## config.mk

```make
export PLATFORM = sky130hd
export DESIGN_NAME = cpu_status_and_flag_regs
export DESIGN_NICKNAME = d
export VERILOG_FILES = /design/src/verilog/cpu_regs_pkg.sv /design/src/verilog/reg_bank.sv /design/src/verilog/flag_unit.sv /design/src/verilog/cpu_status_and_flag_regs.sv
export VERILOG_INCLUDE_DIRS = /design/src /design/src/verilog
export SDC_FILE = /design/constraint.sdc
export NUM_CORES = 1
export LEC_CHECK = 0
export BUFFER_PORTS_ARGS = -buffer_cell sky130_fd_sc_hd__clkbuf_2
export CORE_MARGIN = 5
export CORE_UTILIZATION = 25
export DETAILED_ROUTE_END_ITERATION = 16
export GPL_ROUTABILITY_DRIVEN = 0
export PLACE_DENSITY_LB_ADDON = 0.2
export SYNTH_ARGS = -nofsm -noshare
export SYNTH_HDL_FRONTEND = slang
export SYNTH_SLANG_ARGS = --single-unit
```

## constraint.sdc

```tcl
create_clock -name clock -period 3.9 [get_ports clock]
set_input_delay 1.17 -clock clock [delete_from_list [all_inputs] [get_ports clock]]
set_output_delay 1.17 -clock clock [all_outputs]
set_load 0.01 [all_outputs]
```

## src/verilog/cpu_regs_defs.svh

```systemverilog
// constants for the cpu status and flag register block
`ifndef CPU_REGS_DEFS_SVH
`define CPU_REGS_DEFS_SVH
// apb byte addresses
`define ADDR_GPR_BASE 12'h000
`define ADDR_STATUS 12'h040
`define ADDR_FLAGS 12'h044
`define ADDR_IRQ_OUT 12'h048
`define ADDR_PTRS 12'h04c
`define ADDR_PROG_PTR 12'h050
// status register fields
`define ST_L2_EN 7
`define ST_L1_EN 6
`define ST_GLOBAL_EN 5
`define ST_L2_PEND 4
`define ST_L1_PEND 3
`define ST_L0_PEND 2
`define ST_EV_LOW 1
`define ST_EV_HIGH 0
`define STATUS_RESET 8'h00
// flag register fields
`define FL_ZERO 2
`define FL_CARRY 1
`define FL_OVF 0
`define FLAGS_RESET 3'h0
// register index of special registers in the file
`define IDX_ACC 4'hf
`define IDX_STATUS 4'he
`define IDX_PTR_BASE 4'h4
`define IDX_PROG_HI 4'hc
`define IDX_PROG_LO 4'hd
`endif

```

## src/verilog/cpu_regs_pkg.sv

```systemverilog
// types for the cpu status and flag register block
package cpu_regs_pkg;
  typedef enum logic [2:0] {
    ALU_NONE = 3'h0,
    ALU_SHL = 3'h1,
    ALU_SHR = 3'h2,
    ALU_ADD = 3'h3,
    ALU_SUB = 3'h4,
    ALU_LOGIC = 3'h5
  } alu_op_t;
  typedef enum logic [2:0] {
    APB_IDLE = 3'b001,
    APB_ACCESS = 3'b010,
    APB_DONE = 3'b100
  } apb_state_t;
endpackage

```

## src/verilog/reg_bank.sv

```systemverilog
// sixteen-entry byte register file with registered read port
`timescale 1ns/1ps
module reg_bank #(
  parameter int DEPTH = 16,
  parameter int WIDTH = 8
) (
  // clock and reset
  input wire logic clock,
  input wire logic sys_rst,
  // write port
  input wire logic writeEn,
  input wire logic [$clog2(DEPTH)-1:0] writeIdx,
  input wire logic [WIDTH-1:0] writeData,
  // read port
  input wire logic [$clog2(DEPTH)-1:0] readIdx,
  output logic [WIDTH-1:0] readData,
  // all entries for pointer formation
  output logic [DEPTH*WIDTH-1:0] allData
);
  logic [WIDTH-1:0] mem [DEPTH];
  logic [WIDTH-1:0] next_mem [DEPTH];
  logic [WIDTH-1:0] next_readData;

  always_comb begin
    next_mem = mem;
    if (writeEn) begin
      next_mem[writeIdx] = writeData;
    end
    next_readData = mem[readIdx];
  end

  always_ff @(posedge clock) begin
    if (sys_rst) begin
      for (int i = 0; i < DEPTH; i++) begin
        mem[i] <= '0;
      end
      readData <= '0;
    end else begin
      mem <= next_mem;
      readData <= next_readData;
    end
  end

  genvar g;
  generate
    for (g = 0; g < DEPTH; g++) begin : gFlat
      assign allData[g*WIDTH +: WIDTH] = mem[g];
    end
  endgenerate
endmodule

```

## src/verilog/flag_unit.sv

```systemverilog
// condition flag update for shift and arithmetic results
`timescale 1ns/1ps
module flag_unit (
  // operation
  input wire cpu_regs_pkg::alu_op_t op,
  input wire logic [7:0] opA,
  input wire logic [7:0] opB,
  input wire logic carryIn,
  input wire logic [7:0] accValue,
  // flags
  output logic [7:0] result,
  output logic carryOut,
  output logic ovfOut,
  output logic carryWrite,
  output logic zeroOut
);
  import cpu_regs_pkg::*;
  logic [8:0] wide;

  assign zeroOut = (accValue == 8'h00);

  always_comb begin
    wide = 9'h000;
    result = opA;
    carryOut = carryIn;
    ovfOut = 1'b0;
    carryWrite = 1'b0;
    unique case (op)
      ALU_SHL: begin
        result = {opA[6:0], 1'b0};
        carryOut = opA[7];
        ovfOut = opA[7] ^ opA[6];
        carryWrite = 1'b1;
      end
      ALU_SHR: begin
        result = {1'b0, opA[7:1]};
        carryOut = opA[0];
        ovfOut = opA[7];
        carryWrite = 1'b1;
      end
      ALU_ADD: begin
        wide = {1'b0, opA} + {1'b0, opB};
        result = wide[7:0];
        carryOut = wide[8];
        ovfOut = (opA[7] == opB[7]) && (result[7] != opA[7]);
        carryWrite = 1'b1;
      end
      ALU_SUB: begin
        wide = {1'b0, opA} - {1'b0, opB};
        result = wide[7:0];
        carryOut = ~wide[8];
        ovfOut = (opA[7] != opB[7]) && (result[7] != opA[7]);
        carryWrite = 1'b1;
      end
      ALU_LOGIC: begin
        result = opA & opB;
      end
      ALU_NONE: begin
        result = opA;
      end
      default: begin
        result = opA;
      end
    endcase
  end
endmodule

```

## src/verilog/cpu_status_and_flag_regs.sv

```systemverilog
// programmer-visible cpu registers, status register and condition flags
// Overview of operation
// - level-two request reaches core only while level-two enable is set
// - level-one request reaches core only while level-one enable is set
// - global enable gates every interrupt level; zero blocks all
// - low-priority handler sources set level-two pending bit
// - medium-priority handler sources set level-one pending bit
// - high-priority handler sources set level-zero pending bit
// - low-priority event sources set low event pending bit
// - high-priority event sources set high event pending bit
// - zero flag is one exactly when accumulator equals zero; the code updates it one cycle after the accumulator
// - shifts load carry with the bit shifted out
// - unsigned addition overflow sets carry to one
// - unsigned subtraction underflow clears carry, an active-low borrow
// - signed overflow or underflow sets the overflow flag
// - four data index pointers concatenate high and low bytes
// - program index pointer concatenates its high and low bytes
// - sixteen byte registers, pairs usable as sixteen-bit words
// - after halt an event resumes in line, interrupt branches to routine
//
// The APB slave port and the register offsets were left to the implementer.
`timescale 1ns/1ps
`include "cpu_regs_defs.svh"
module cpu_status_and_flag_regs #(
  parameter int NUM_REGS = 16,
  parameter int NUM_PTRS = 4
) (
  // clock and reset
  input wire logic clock,
  input wire logic sys_rst,
  // apb slave
  input wire logic psel,
  input wire logic penable,
  input wire logic pwrite,
  input wire logic [11:0] paddr,
  input wire logic [31:0] pwdata,
  output logic [31:0] prdata,
  output logic pready,
  output logic pslverr,
  // interrupt and event handler requests
  input wire logic irqLow,
  input wire logic irqMid,
  input wire logic irqHigh,
  input wire logic evLow,
  input wire logic evHigh,
  // core datapath update
  input wire cpu_regs_pkg::alu_op_t aluOp,
  input wire logic [3:0] destIdx,
  input wire logic [7:0] srcValue,
  input wire logic [7:0] operandB,
  input wire logic halted,
  // requests to the core
  output logic takeIrqL2,
  output logic takeIrqL1,
  output logic takeIrqL0,
  output logic resumeFromHalt,
  output logic branchToIsr,
  // pointers
  output logic [NUM_PTRS*16-1:0] dataPointers,
  output logic [15:0] programPointer
);
  import cpu_regs_pkg::*;

  apb_state_t state, next_state;
  logic [7:0] status, next_status;
  logic [2:0] flags, next_flags;
  logic [31:0] next_prdata;
  logic next_pslverr;
  logic [7:0] fuResult;
  logic fuCarry, fuOvf, fuCarryWrite, fuZero;
  logic [NUM_REGS*8-1:0] allRegs;
  logic bankWe;
  logic [3:0] bankWIdx;
  logic [7:0] bankWData;
  logic [3:0] bankRIdx;
  logic [7:0] bankRData;
  logic [7:0] accValue;
  logic swWrite, swRead, regHit, regWin;
  logic [3:0] swIdx;
  logic l2Go, l1Go, l0Go;
  logic hitStatus, hitFlags, hitIrqOut, hitPtrs, hitProgPtr, hitAny, misaligned;
  logic [31:0] readMux;

  assign accValue = allRegs[`IDX_ACC*8 +: 8];

  // datapath writes the destination register; apb writes win only if no alu op
  assign regWin = (aluOp != ALU_NONE);
  assign regHit = (paddr < `ADDR_STATUS) && (paddr[1:0] == 2'b00);
  assign swIdx = paddr[5:2];
  assign swWrite = (state == APB_ACCESS) && pwrite;
  assign swRead = (state == APB_ACCESS) && !pwrite;

  // one decode per mapped word; the byte registers sit below the status word
  assign hitStatus = (paddr == `ADDR_STATUS);
  assign hitFlags = (paddr == `ADDR_FLAGS);
  assign hitIrqOut = (paddr == `ADDR_IRQ_OUT);
  assign hitPtrs = (paddr == `ADDR_PTRS);
  assign hitProgPtr = (paddr == `ADDR_PROG_PTR);
  assign misaligned = (paddr[1:0] != 2'b00);
  assign hitAny = regHit || hitStatus || hitFlags || hitIrqOut || hitPtrs || hitProgPtr;

  flag_unit uFlags (
    .op(aluOp),
    .opA(srcValue),
    .opB(operandB),
    .carryIn(flags[`FL_CARRY]),
    .accValue(accValue),
    .result(fuResult),
    .carryOut(fuCarry),
    .ovfOut(fuOvf),
    .carryWrite(fuCarryWrite),
    .zeroOut(fuZero)
  );

  always_comb begin
    bankWe = 1'b0;
    bankWIdx = destIdx;
    bankWData = fuResult;
    if (regWin) begin
      bankWe = 1'b1;
    end else if (swWrite && regHit && swIdx != `IDX_STATUS) begin
      bankWe = 1'b1;
      bankWIdx = swIdx;
      bankWData = pwdata[7:0];
    end
    // the bank is read from paddr every cycle, so a read sees its word in the access cycle
    bankRIdx = swIdx;
  end

  reg_bank #(
    .DEPTH(NUM_REGS),
    .WIDTH(8)
  ) uBank (
    .clock(clock),
    .sys_rst(sys_rst),
    .writeEn(bankWe),
    .writeIdx(bankWIdx),
    .writeData(bankWData),
    .readIdx(bankRIdx),
    .readData(bankRData),
    .allData(allRegs)
  );

  genvar p;
  generate
    for (p = 0; p < NUM_PTRS; p++) begin : gPtr
      assign dataPointers[p*16 +: 16] = {allRegs[(`IDX_PTR_BASE + 2*p)*8 +: 8],
                                         allRegs[(`IDX_PTR_BASE + 2*p + 1)*8 +: 8]};
    end
  endgenerate

  assign programPointer = {allRegs[`IDX_PROG_HI*8 +: 8], allRegs[`IDX_PROG_LO*8 +: 8]};

  // interrupt gating toward the core; level zero has no enable of its own
  assign l2Go = status[`ST_GLOBAL_EN] && status[`ST_L2_EN] && status[`ST_L2_PEND];
  assign l1Go = status[`ST_GLOBAL_EN] && status[`ST_L1_EN] && status[`ST_L1_PEND];
  assign l0Go = status[`ST_GLOBAL_EN] && status[`ST_L0_PEND];
  // lowest level number wins when several levels are pending
  always_comb begin
    takeIrqL0 = 1'b0;
    takeIrqL1 = 1'b0;
    takeIrqL2 = 1'b0;
    if (l0Go) begin
      takeIrqL0 = 1'b1;
    end else if (l1Go) begin
      takeIrqL1 = 1'b1;
    end else if (l2Go) begin
      takeIrqL2 = 1'b1;
    end
  end
  // an interrupt wins over an event when both wake a halted core
  assign branchToIsr = halted && (l0Go || l1Go || l2Go);
  assign resumeFromHalt = halted && !branchToIsr
                          && (status[`ST_EV_LOW] || status[`ST_EV_HIGH]);

  // status register: software write, then hardware set wins
  always_comb begin
    next_status = status;
    if (swWrite && hitStatus) begin
      next_status = pwdata[7:0];
    end else if (regWin && destIdx == `IDX_STATUS) begin
      next_status = fuResult;
    end
    // a request arriving with a software clear must survive it
    if (irqLow) begin
      next_status[`ST_L2_PEND] = 1'b1;
    end
    if (irqMid) begin
      next_status[`ST_L1_PEND] = 1'b1;
    end
    if (irqHigh) begin
      next_status[`ST_L0_PEND] = 1'b1;
    end
    if (evLow) begin
      next_status[`ST_EV_LOW] = 1'b1;
    end
    if (evHigh) begin
      next_status[`ST_EV_HIGH] = 1'b1;
    end
  end

  // condition flags
  always_comb begin
    next_flags = flags;
    if (swWrite && paddr == `ADDR_FLAGS) begin
      next_flags[`FL_CARRY] = pwdata[`FL_CARRY];
      next_flags[`FL_OVF] = pwdata[`FL_OVF];
    end
    if (fuCarryWrite) begin
      next_flags[`FL_CARRY] = fuCarry;
      next_flags[`FL_OVF] = fuOvf;
    end
    // zero follows the accumulator one cycle late
    next_flags[`FL_ZERO] = fuZero;
  end

  // read data for the addressed word, registered at the first access edge
  always_comb begin
    readMux = 32'h00000000;
    if (regHit) begin
      if (swIdx == `IDX_STATUS) begin
        readMux = {24'h000000, status};
      end else begin
        readMux = {24'h000000, bankRData};
      end
    end else if (hitStatus) begin
      readMux = {24'h000000, status};
    end else if (hitFlags) begin
      readMux = {29'h00000000, flags};
    end else if (hitIrqOut) begin
      readMux = {27'h0000000, branchToIsr, resumeFromHalt, takeIrqL2, takeIrqL1, takeIrqL0};
    end else if (hitPtrs) begin
      readMux = dataPointers[31:0];
    end else if (hitProgPtr) begin
      readMux = {16'h0000, programPointer};
    end
  end

  // apb slave: setup, one access cycle, then ready in the completion cycle
  always_comb begin
    next_state = state;
    next_prdata = prdata;
    next_pslverr = 1'b0;
    unique case (state)
      APB_IDLE: begin
        if (psel && !penable) begin
          next_state = APB_ACCESS;
        end
      end
      APB_ACCESS: begin
        next_state = APB_DONE;
        if (swRead) begin
          next_prdata = readMux;
        end
        next_pslverr = !hitAny || misaligned;
      end
      APB_DONE: begin
        // a setup right after completion is taken back to back
        if (psel && !penable) begin
          next_state = APB_ACCESS;
        end else begin
          next_state = APB_IDLE;
        end
      end
      default: begin
        next_state = APB_IDLE;
      end
    endcase
  end

  always_ff @(posedge clock) begin
    if (sys_rst) begin
      state <= APB_IDLE;
      prdata <= 32'h00000000;
      pslverr <= 1'b0;
    end else begin
      state <= next_state;
      prdata <= next_prdata;
      pslverr <= next_pslverr;
    end
  end

  always_ff @(posedge clock) begin
    if (sys_rst) begin
      status <= `STATUS_RESET;
    end else begin
      status <= next_status;
    end
  end

  always_ff @(posedge clock) begin
    if (sys_rst) begin
      flags <= `FLAGS_RESET;
    end else begin
      flags <= next_flags;
    end
  end

  // ready in the completion cycle, while prdata and pslverr stand
  assign pready = (state == APB_DONE) && psel && penable;
endmodule

```

==> results of run 1 <==
## state kept, by name, summed over array words and instances (netlist names)
| name | cells |
|---|---|
| uBank.allData | 128 |
| flags | 3 |
| status | 8 |
| pslverr | 1 |
| uBank.readData | 8 |
| prdata | 32 |
| state | 3 |
## cells by family (layout without fill, tap and decap cells)
family          count (synthesis)  after routing  share of synthesized area, %
flops                         183            183                         35.84
simple gates                  362            362                         17.48
xor+xnor                        3              3                        0.2571
compound gates                315            315                         21.72
buf+inv                       182            279                         10.37
mux                            69             69                         11.86
fa+ha+maj                      19             19                         2.473
## how the worst max path moves through the flow
stage,start,endpoint,slack [ns],depth (start not counted)
floorplan,operandB[3],uBank.allData[125],0.45,11
global placement,srcValue[0],uBank.allData[78],0.27,11
detailed placement,paddr[2],prdata[23],0.27,6
CTS,paddr[2],prdata[23],0.74,6
global route,srcValue[0],uBank.allData[84],0.50,11
finish,srcValue[3],uBank.allData[77],0.68,10
## metal layers
layer / up-vias / track usage (%) / wire length, µm
met5: - / 0 / 20
met4: 2 / 4.665 / 658
met3: 36 / 3.069 / 2435
met2: 326 / 26.10 / 17330
met1: 4348 / 22.71 / 16980
li1: 4237 / - / -
## through the flow
step	power, mW	area (µm²)	hold slack, ns	utilization, %
6_report	4.625	11920	0.4382	29.32
5_1_grt	4.817	11920	0.4484	29.32
4_1_cts	4.675	11920	0.4359	29.32
3_5_place_dp	2.703	11260	0.4439	27.70
3_3_place_gp	2.699	11260	0.4419	27.70
2_1_floorplan	2.433	10220	0.4067	-
## power groups by stage
stage | Clock [mW] | Sequential [mW] | Combinational, mW
2_1_floorplan | 0 | 1.99 | 0.443
3_3_place_gp | 0 | 2.02 | 0.676
3_5_place_dp | 0 | 2.02 | 0.679
4_1_cts | 2.01 | 1.98 | 0.682
5_1_grt | 2.09 | 1.99 | 0.741
6_report | 1.96 | 1.98 | 0.680
## area by class of cell
cell class              instances  area, µm²
inverters                      22      82.58
well taps                     532      665.6
flip-flops and latches        183       3664
repair buffers                225       1328
clock inverters                13      214.0
multi-input cells             768       5522
clock buffers                  19      442.9
fillers                      4277      28730
## critical path: stages
cell and delay [ns]:
clkbuf_2 0.14, ha_1 0.45, inv_1 0.16, a31oi_1 0.33, a31oi_1 0.13, o21a_1 0.21
o32a_1 0.37, mux2i_2 0.23, buf_12 0.21, a211oi_1 0.08
## cell usage in the layout, fill, tap and decap left out, types with 20 or more instances in the layout
cell,synthesis,final
a211oi_1,90,90
a21oi_1,75,75
a22oi_1,28,28
buf_4,86,48
clkbuf_2,0,171
dfxtp_1,183,183
inv_1,22,22
mux2i_1,25,20
mux4_2,40,40
nand2_1,71,71
nand2b_1,21,21
nor2_1,153,153
nor3_1,24,23
o21ai_0,28,28
==> results_dict.tcl, run 1 <==
set metrics [dict create \
    status "completed" \
    finalNonFillerCells 1762 \
    arrival_ns 3.52 \
    ant_nets 0 \
    r2r_cells 8 \
    fin_crit_sh_pct 82.48 \
    period_needed_ns 3.217 \
    end_kind "flop" \
    grt-ovfl-total 0 \
    dp_slack_ns 0.2695 \
    switching_power_mw 1.281 \
    clock.fmax_mhz 310.9 \
    worst_slack_ns 0.6832 \
    synth_area_per_cell_um2 9.021 \
    core.rowCount 74 \
    wl_mm 37.43 \
    first_pass_iters 5 \
    min_to "flags[2]" \
    drv_cap 0 \
    place.port_buffers 172 \
    synthTopCellsByArea "dfxtp_1 36%, mux4_2 8.8%, a211oi_1 6.6%" \
    holdPathStages 1 \
    wl_per_cell_um 21.24 \
    antenna_found_initial 4 \
    ios 197 \
    worstPathMaxFanout 15 \
    grt_max_degree 77 \
    finClkSkew_ns 0.01337 \
    ys_ff_latch 183 \
    synth_most_common_cell "dfxtp_1" \
    required_ns 4.20 \
    post_cts_resized 0 \
    drc 0 \
    cts.path.max_buffers 2 \
    start_util_pct 25.15 \
    cts_setup_buffers 0 \
    area_growth_syn_to_layout_pct 16.60 \
    p_int_mw 3.344 \
    finalHoldViolCount 0 \
    drt_iter0_drc 607 \
    hold_path.class "reg -> reg" \
    synth_top_cell_by_area "dfxtp_1" \
    clock-sinks 183 \
    cts_root_buf "clkbuf_16" \
    synth_ff_type "dfxtp_1" \
    final-max-slew-violation-count 0 \
    synth_common_cells "183 x dfxtp_1, 153 x nor2_1, 90 x a211oi_1" \
    grt_pass1_vias 8766 \
    synth_edf_count 0 \
    viasPerCell 5.079 \
    die_y_um 212.2 \
    relSlewSlack_pct 17.26 \
    hold_start "uBank.allData[120]" \
    core_um2 40650 \
    swShare_pct 27.69 \
    path_class "in -> reg" \
    worstSkewPairLatency_ns 0.45 \
    dieArea_um2 45030 \
    p_clk_share_pct 42.5 \
    htreeDepth 4 \
    grt_pass1_wl_mm 56.09 \
    r2r-start "state[2]" \
    final_layout_size_suffix_gt1_share_pct 27.97 \
    rsz0062_at_grt "no" \
    comb_power_share_pct 14.7 \
    grt_use_total_pct 16.37 \
    power.density_nw_per_um2 388.1 \
    cts_tree "done" \
    antenna_cells 0 \
    p_seq_share_pct 42.8 \
    cts_hold_buf 0 \
    syn_nets 1230 \
    crit_path_start_kind "input port" \
    ys_seq_area_share_pct 35.84 \
    ir_drop_mv 0.2630 \
    setup_viol 0 \
    die_x_um 212.2 \
    vias 8949 \
    yosysWarnings 0 \
    reg2reg_to "uBank.allData[22]" \
    synthCells 1133 \
    rrSetupSlack_ns 1.32 \
    cts_buffers 17 \
    synth_cell_type_count 76 \
    dp.cells 1730 \
    synth_top_cell_area_share_pct 35.84 \
    power.leakage_nw 4.468 \
    syn_area_um2 10220 \
    setup_tns_ns 0 \
    final_nets 1314 \
    path_clk_slew_ns 0.07 \
    synthArstFlopShare_pct 0 \
    hpwl_mm 28.30 \
    tightestPinTransition_ns 1.234 \
]
(Power assumes the default switching activity.)
==> run 2: changes to the inputs <==
==> constraint.sdc (replaced) <==
create_clock -name clock -period 2.7 [get_ports clock]
set_input_delay 0.81 -clock clock [delete_from_list [all_inputs] [get_ports clock]]
set_output_delay 0.81 -clock clock [all_outputs]
set_load 0.01 [all_outputs]
==> run 2 against run 1 <==
Compared with the run above:
- clock-buffer cell count is the same
- first-iteration DRC count grew 24%
- sequential power grew 44%
- via count grew 4.1%
- utilization grew 3.8 points
- die area is the same
- sequential share of layout area shrank 3.5 points
- combinational power grew 87%
- clock skew shrank 0.0032 ns
- non-clock buffer count grew 132
- sequential cell count is the same
- worst setup slack lost 0.63 ns
- critical path type unchanged
==> results_dict.tcl, run 2 (synthesis gave the netlist of run 1 again) <==
set metrics [dict create \
    clock.fmax_mhz 377.7 \
    multi_input_area_um2 5859 \
    reg2reg_to "uBank.allData[30]" \
    grt_pass1_wl_mm 57.37 \
    core_um2 40650 \
    rrSetupSlack_ns 0.09 \
    cts_buffers 17 \
    p_clk_share_pct 39.7 \
    place.port_buffers 172 \
    period_needed_ns 2.648 \
    layout_commonest_cell "dfxtp_1" \
    viasPerCell 4.913 \
    wl_met2_mm 18.16 \
    first_pass_iters 5 \
    final.fill_count 4222 \
    cp_cell_sequence "clkbuf_2 > or4_4 > nor3_4 > buf_4 > nand2_4 > a31oi_4 > buf_4 > nor2_4 > buf_4 > a211oi_2" \
    worstSkewPairLatency_ns 0.45 \
    ant_nets 0 \
    drc 0 \
    ir_drop_mv 0.3892 \
    status "completed" \
    relSlewSlack_pct 46.81 \
    layout_common_cells "183 x dfxtp_1, 170 x clkbuf_2, 162 x buf_4" \
    grt_max_degree 65 \
    power.density_nw_per_um2 507.9 \
    crit_buf_inv 4 \
    finalHoldViolCount 0 \
    cts.path.max_buffers 2 \
    hpwl_mm 30.03 \
    wl_met3_mm 2.328 \
    min_to "prdata[6]" \
    htreeDepth 4 \
    p_seq_share_pct 41.8 \
    antenna_found_initial 2 \
    core.rowCount 74 \
    final-max-slew-violation-count 0 \
    timing.hold.ws_ns 0.4550 \
    wl_mm 39.10 \
    final_nets 1448 \
    cts_hold_buf 0 \
    critPathMaxStageDelay_ns 0.58 \
    finalPower_mw 6.833 \
    comb_power_share_pct 18.5 \
    top_layer_used "met5" \
    fin_crit_sh_pct 98.06 \
    regArea_um2 3664 \
    finClkSkew_ns 0.01018 \
    grt_use_total_pct 16.83 \
    hold_path.class "reg -> reg" \
    holdPathStages 2 \
    start_util_pct 25.15 \
    worstPathMaxFanout 6 \
    end_kind "flop" \
    drv_cap 0 \
    cts_tree "done" \
    ios 197 \
    power.leakage_nw 5.245 \
    wl_met1_mm 17.90 \
    die_y_um 212.2 \
    r2r-start "state[2]" \
    wl_per_cell_um 20.61 \
    path_class "in -> reg" \
    die_x_um 212.2 \
    largest_register_ffs 128 \
    switching_power_mw 1.899 \
    cp_common_cell "buf_4" \
    area_growth_syn_to_layout_pct 31.62 \
    drt_iter0_drc 750 \
    setup_viol 0 \
    arrival_ns 3.01 \
    required_ns 3.07 \
    tightestPinTransition_ns 0.7979 \
    p_int_mw 4.933 \
    final_layout_size_suffix_gt1_share_pct 38.59 \
    grt-ovfl-total 0 \
    crit_slowest_cell "or4_4" \
    clock-sinks 183 \
    vias 9320 \
    r2r_cells 9 \
    path_clk_slew_ns 0.07 \
    swShare_pct 27.80 \
    grt_pass1_vias 9014 \
    cp_top_family "simple AND/OR/NAND/NOR gates" \
    hold_start "prdata[6]" \
    dieArea_um2 45030 \
    cts_root_buf "clkbuf_16" \
    crit_path_start_kind "input port" \
]
-- run 2: cell count changes in the layout (fill, tap and decap cells not counted), sizes merged --
cell	previous run	this run
diode	0	2
nor2	169	171
clkinvlp	1	3
inv	26	23
buf	54	186
clkinv	3	4
bufinv	5	4
-- run 2: final cells by class --
| cell class | instances | share of cell area [%] |
|---|---|---|
| multi-input cells | 770 | 43.55 |
| flip-flops and latches | 183 | 27.23 |
| repair buffers | 357 | 18.95 |
| well taps | 532 | 4.948 |
| clock buffers | 19 | 3.367 |
| clock inverters | 12 | 1.302 |
| inverters | 22 | 0.6138 |
| diodes | 2 | 0.03720 |
-- run 2: per-stage QoR --
step / cells / area (µm²) / setup TNS, ns / setup WS [ns] / utilization, %
2_1_floorplan: 1133 / 10520 / -18.21 / -0.2334 / -
3_3_place_gp: 1848 / 12570 / -51.51 / -0.5857 / 30.94
3_5_place_dp: 1848 / 12570 / -53.44 / -0.6238 / 30.94
4_1_cts: 1879 / 13220 / 0 / 0.01361 / 32.52
5_1_grt: 1895 / 13450 / -0.07955 / -0.01368 / 33.09
6_report: 1897 / 13450 / 0 / 0.05246 / 33.10
-- run 2: how the worst max path moves through the flow --
stage / start / to / slack (ns) / cells after the start
after global routing: srcValue[0] / uBank.allData[108] / -0.01 / 11
after global placement: srcValue[0] / uBank.allData[54] / -0.59 / 11
after CTS: srcValue[0] / uBank.allData[52] / 0.01 / 11
after floorplan: paddr[1] / uBank.allData[29] / -0.23 / 9
final: paddr[1] / uBank.allData[30] / 0.05 / 10
after detailed placement: srcValue[0] / uBank.allData[46] / -0.62 / 11
-- run 2: layer usage --
| layer | global-route usage (%) | up-vias |
|---|---|---|
| met5 | 0 | - |
| met4 | 4.554 | 2 |
| met3 | 4.176 | 37 |
| met2 | 26.55 | 247 |
| met1 | 23.06 | 4510 |
| li1 | - | 4524 |
-- run 2: power by group through the flow --
stage | clock network (mW) | registers [mW] | logic [mW]
2_1_floorplan | 0 | 2.88 | 0.694
3_3_place_gp | 0 | 2.92 | 1.21
3_5_place_dp | 0 | 2.92 | 1.22
4_1_cts | 2.77 | 2.86 | 1.23
5_1_grt | 2.91 | 2.86 | 1.36
6_report | 2.71 | 2.86 | 1.27
-- run 2: repair_timing --
item / 4_1_cts / 5_1_grt
buffers inserted: 0 / 13
endpoints found under the setup margin: 35 / 81
gates cloned: 0 / 3
pin swaps: 0 / 9
gates resized for setup: 6 / 22
-- run 2: tightest hold or removal path, delay by kind of cell (launching register included) --
| family | cells | cell delay, ns |
|---|---|---|
| AND/OR/NAND/NOR | 1 | 0.05 |
| flip-flops | 1 | 0.31 |
| AO/OA/AOI/OAI | 1 | 0.05 |
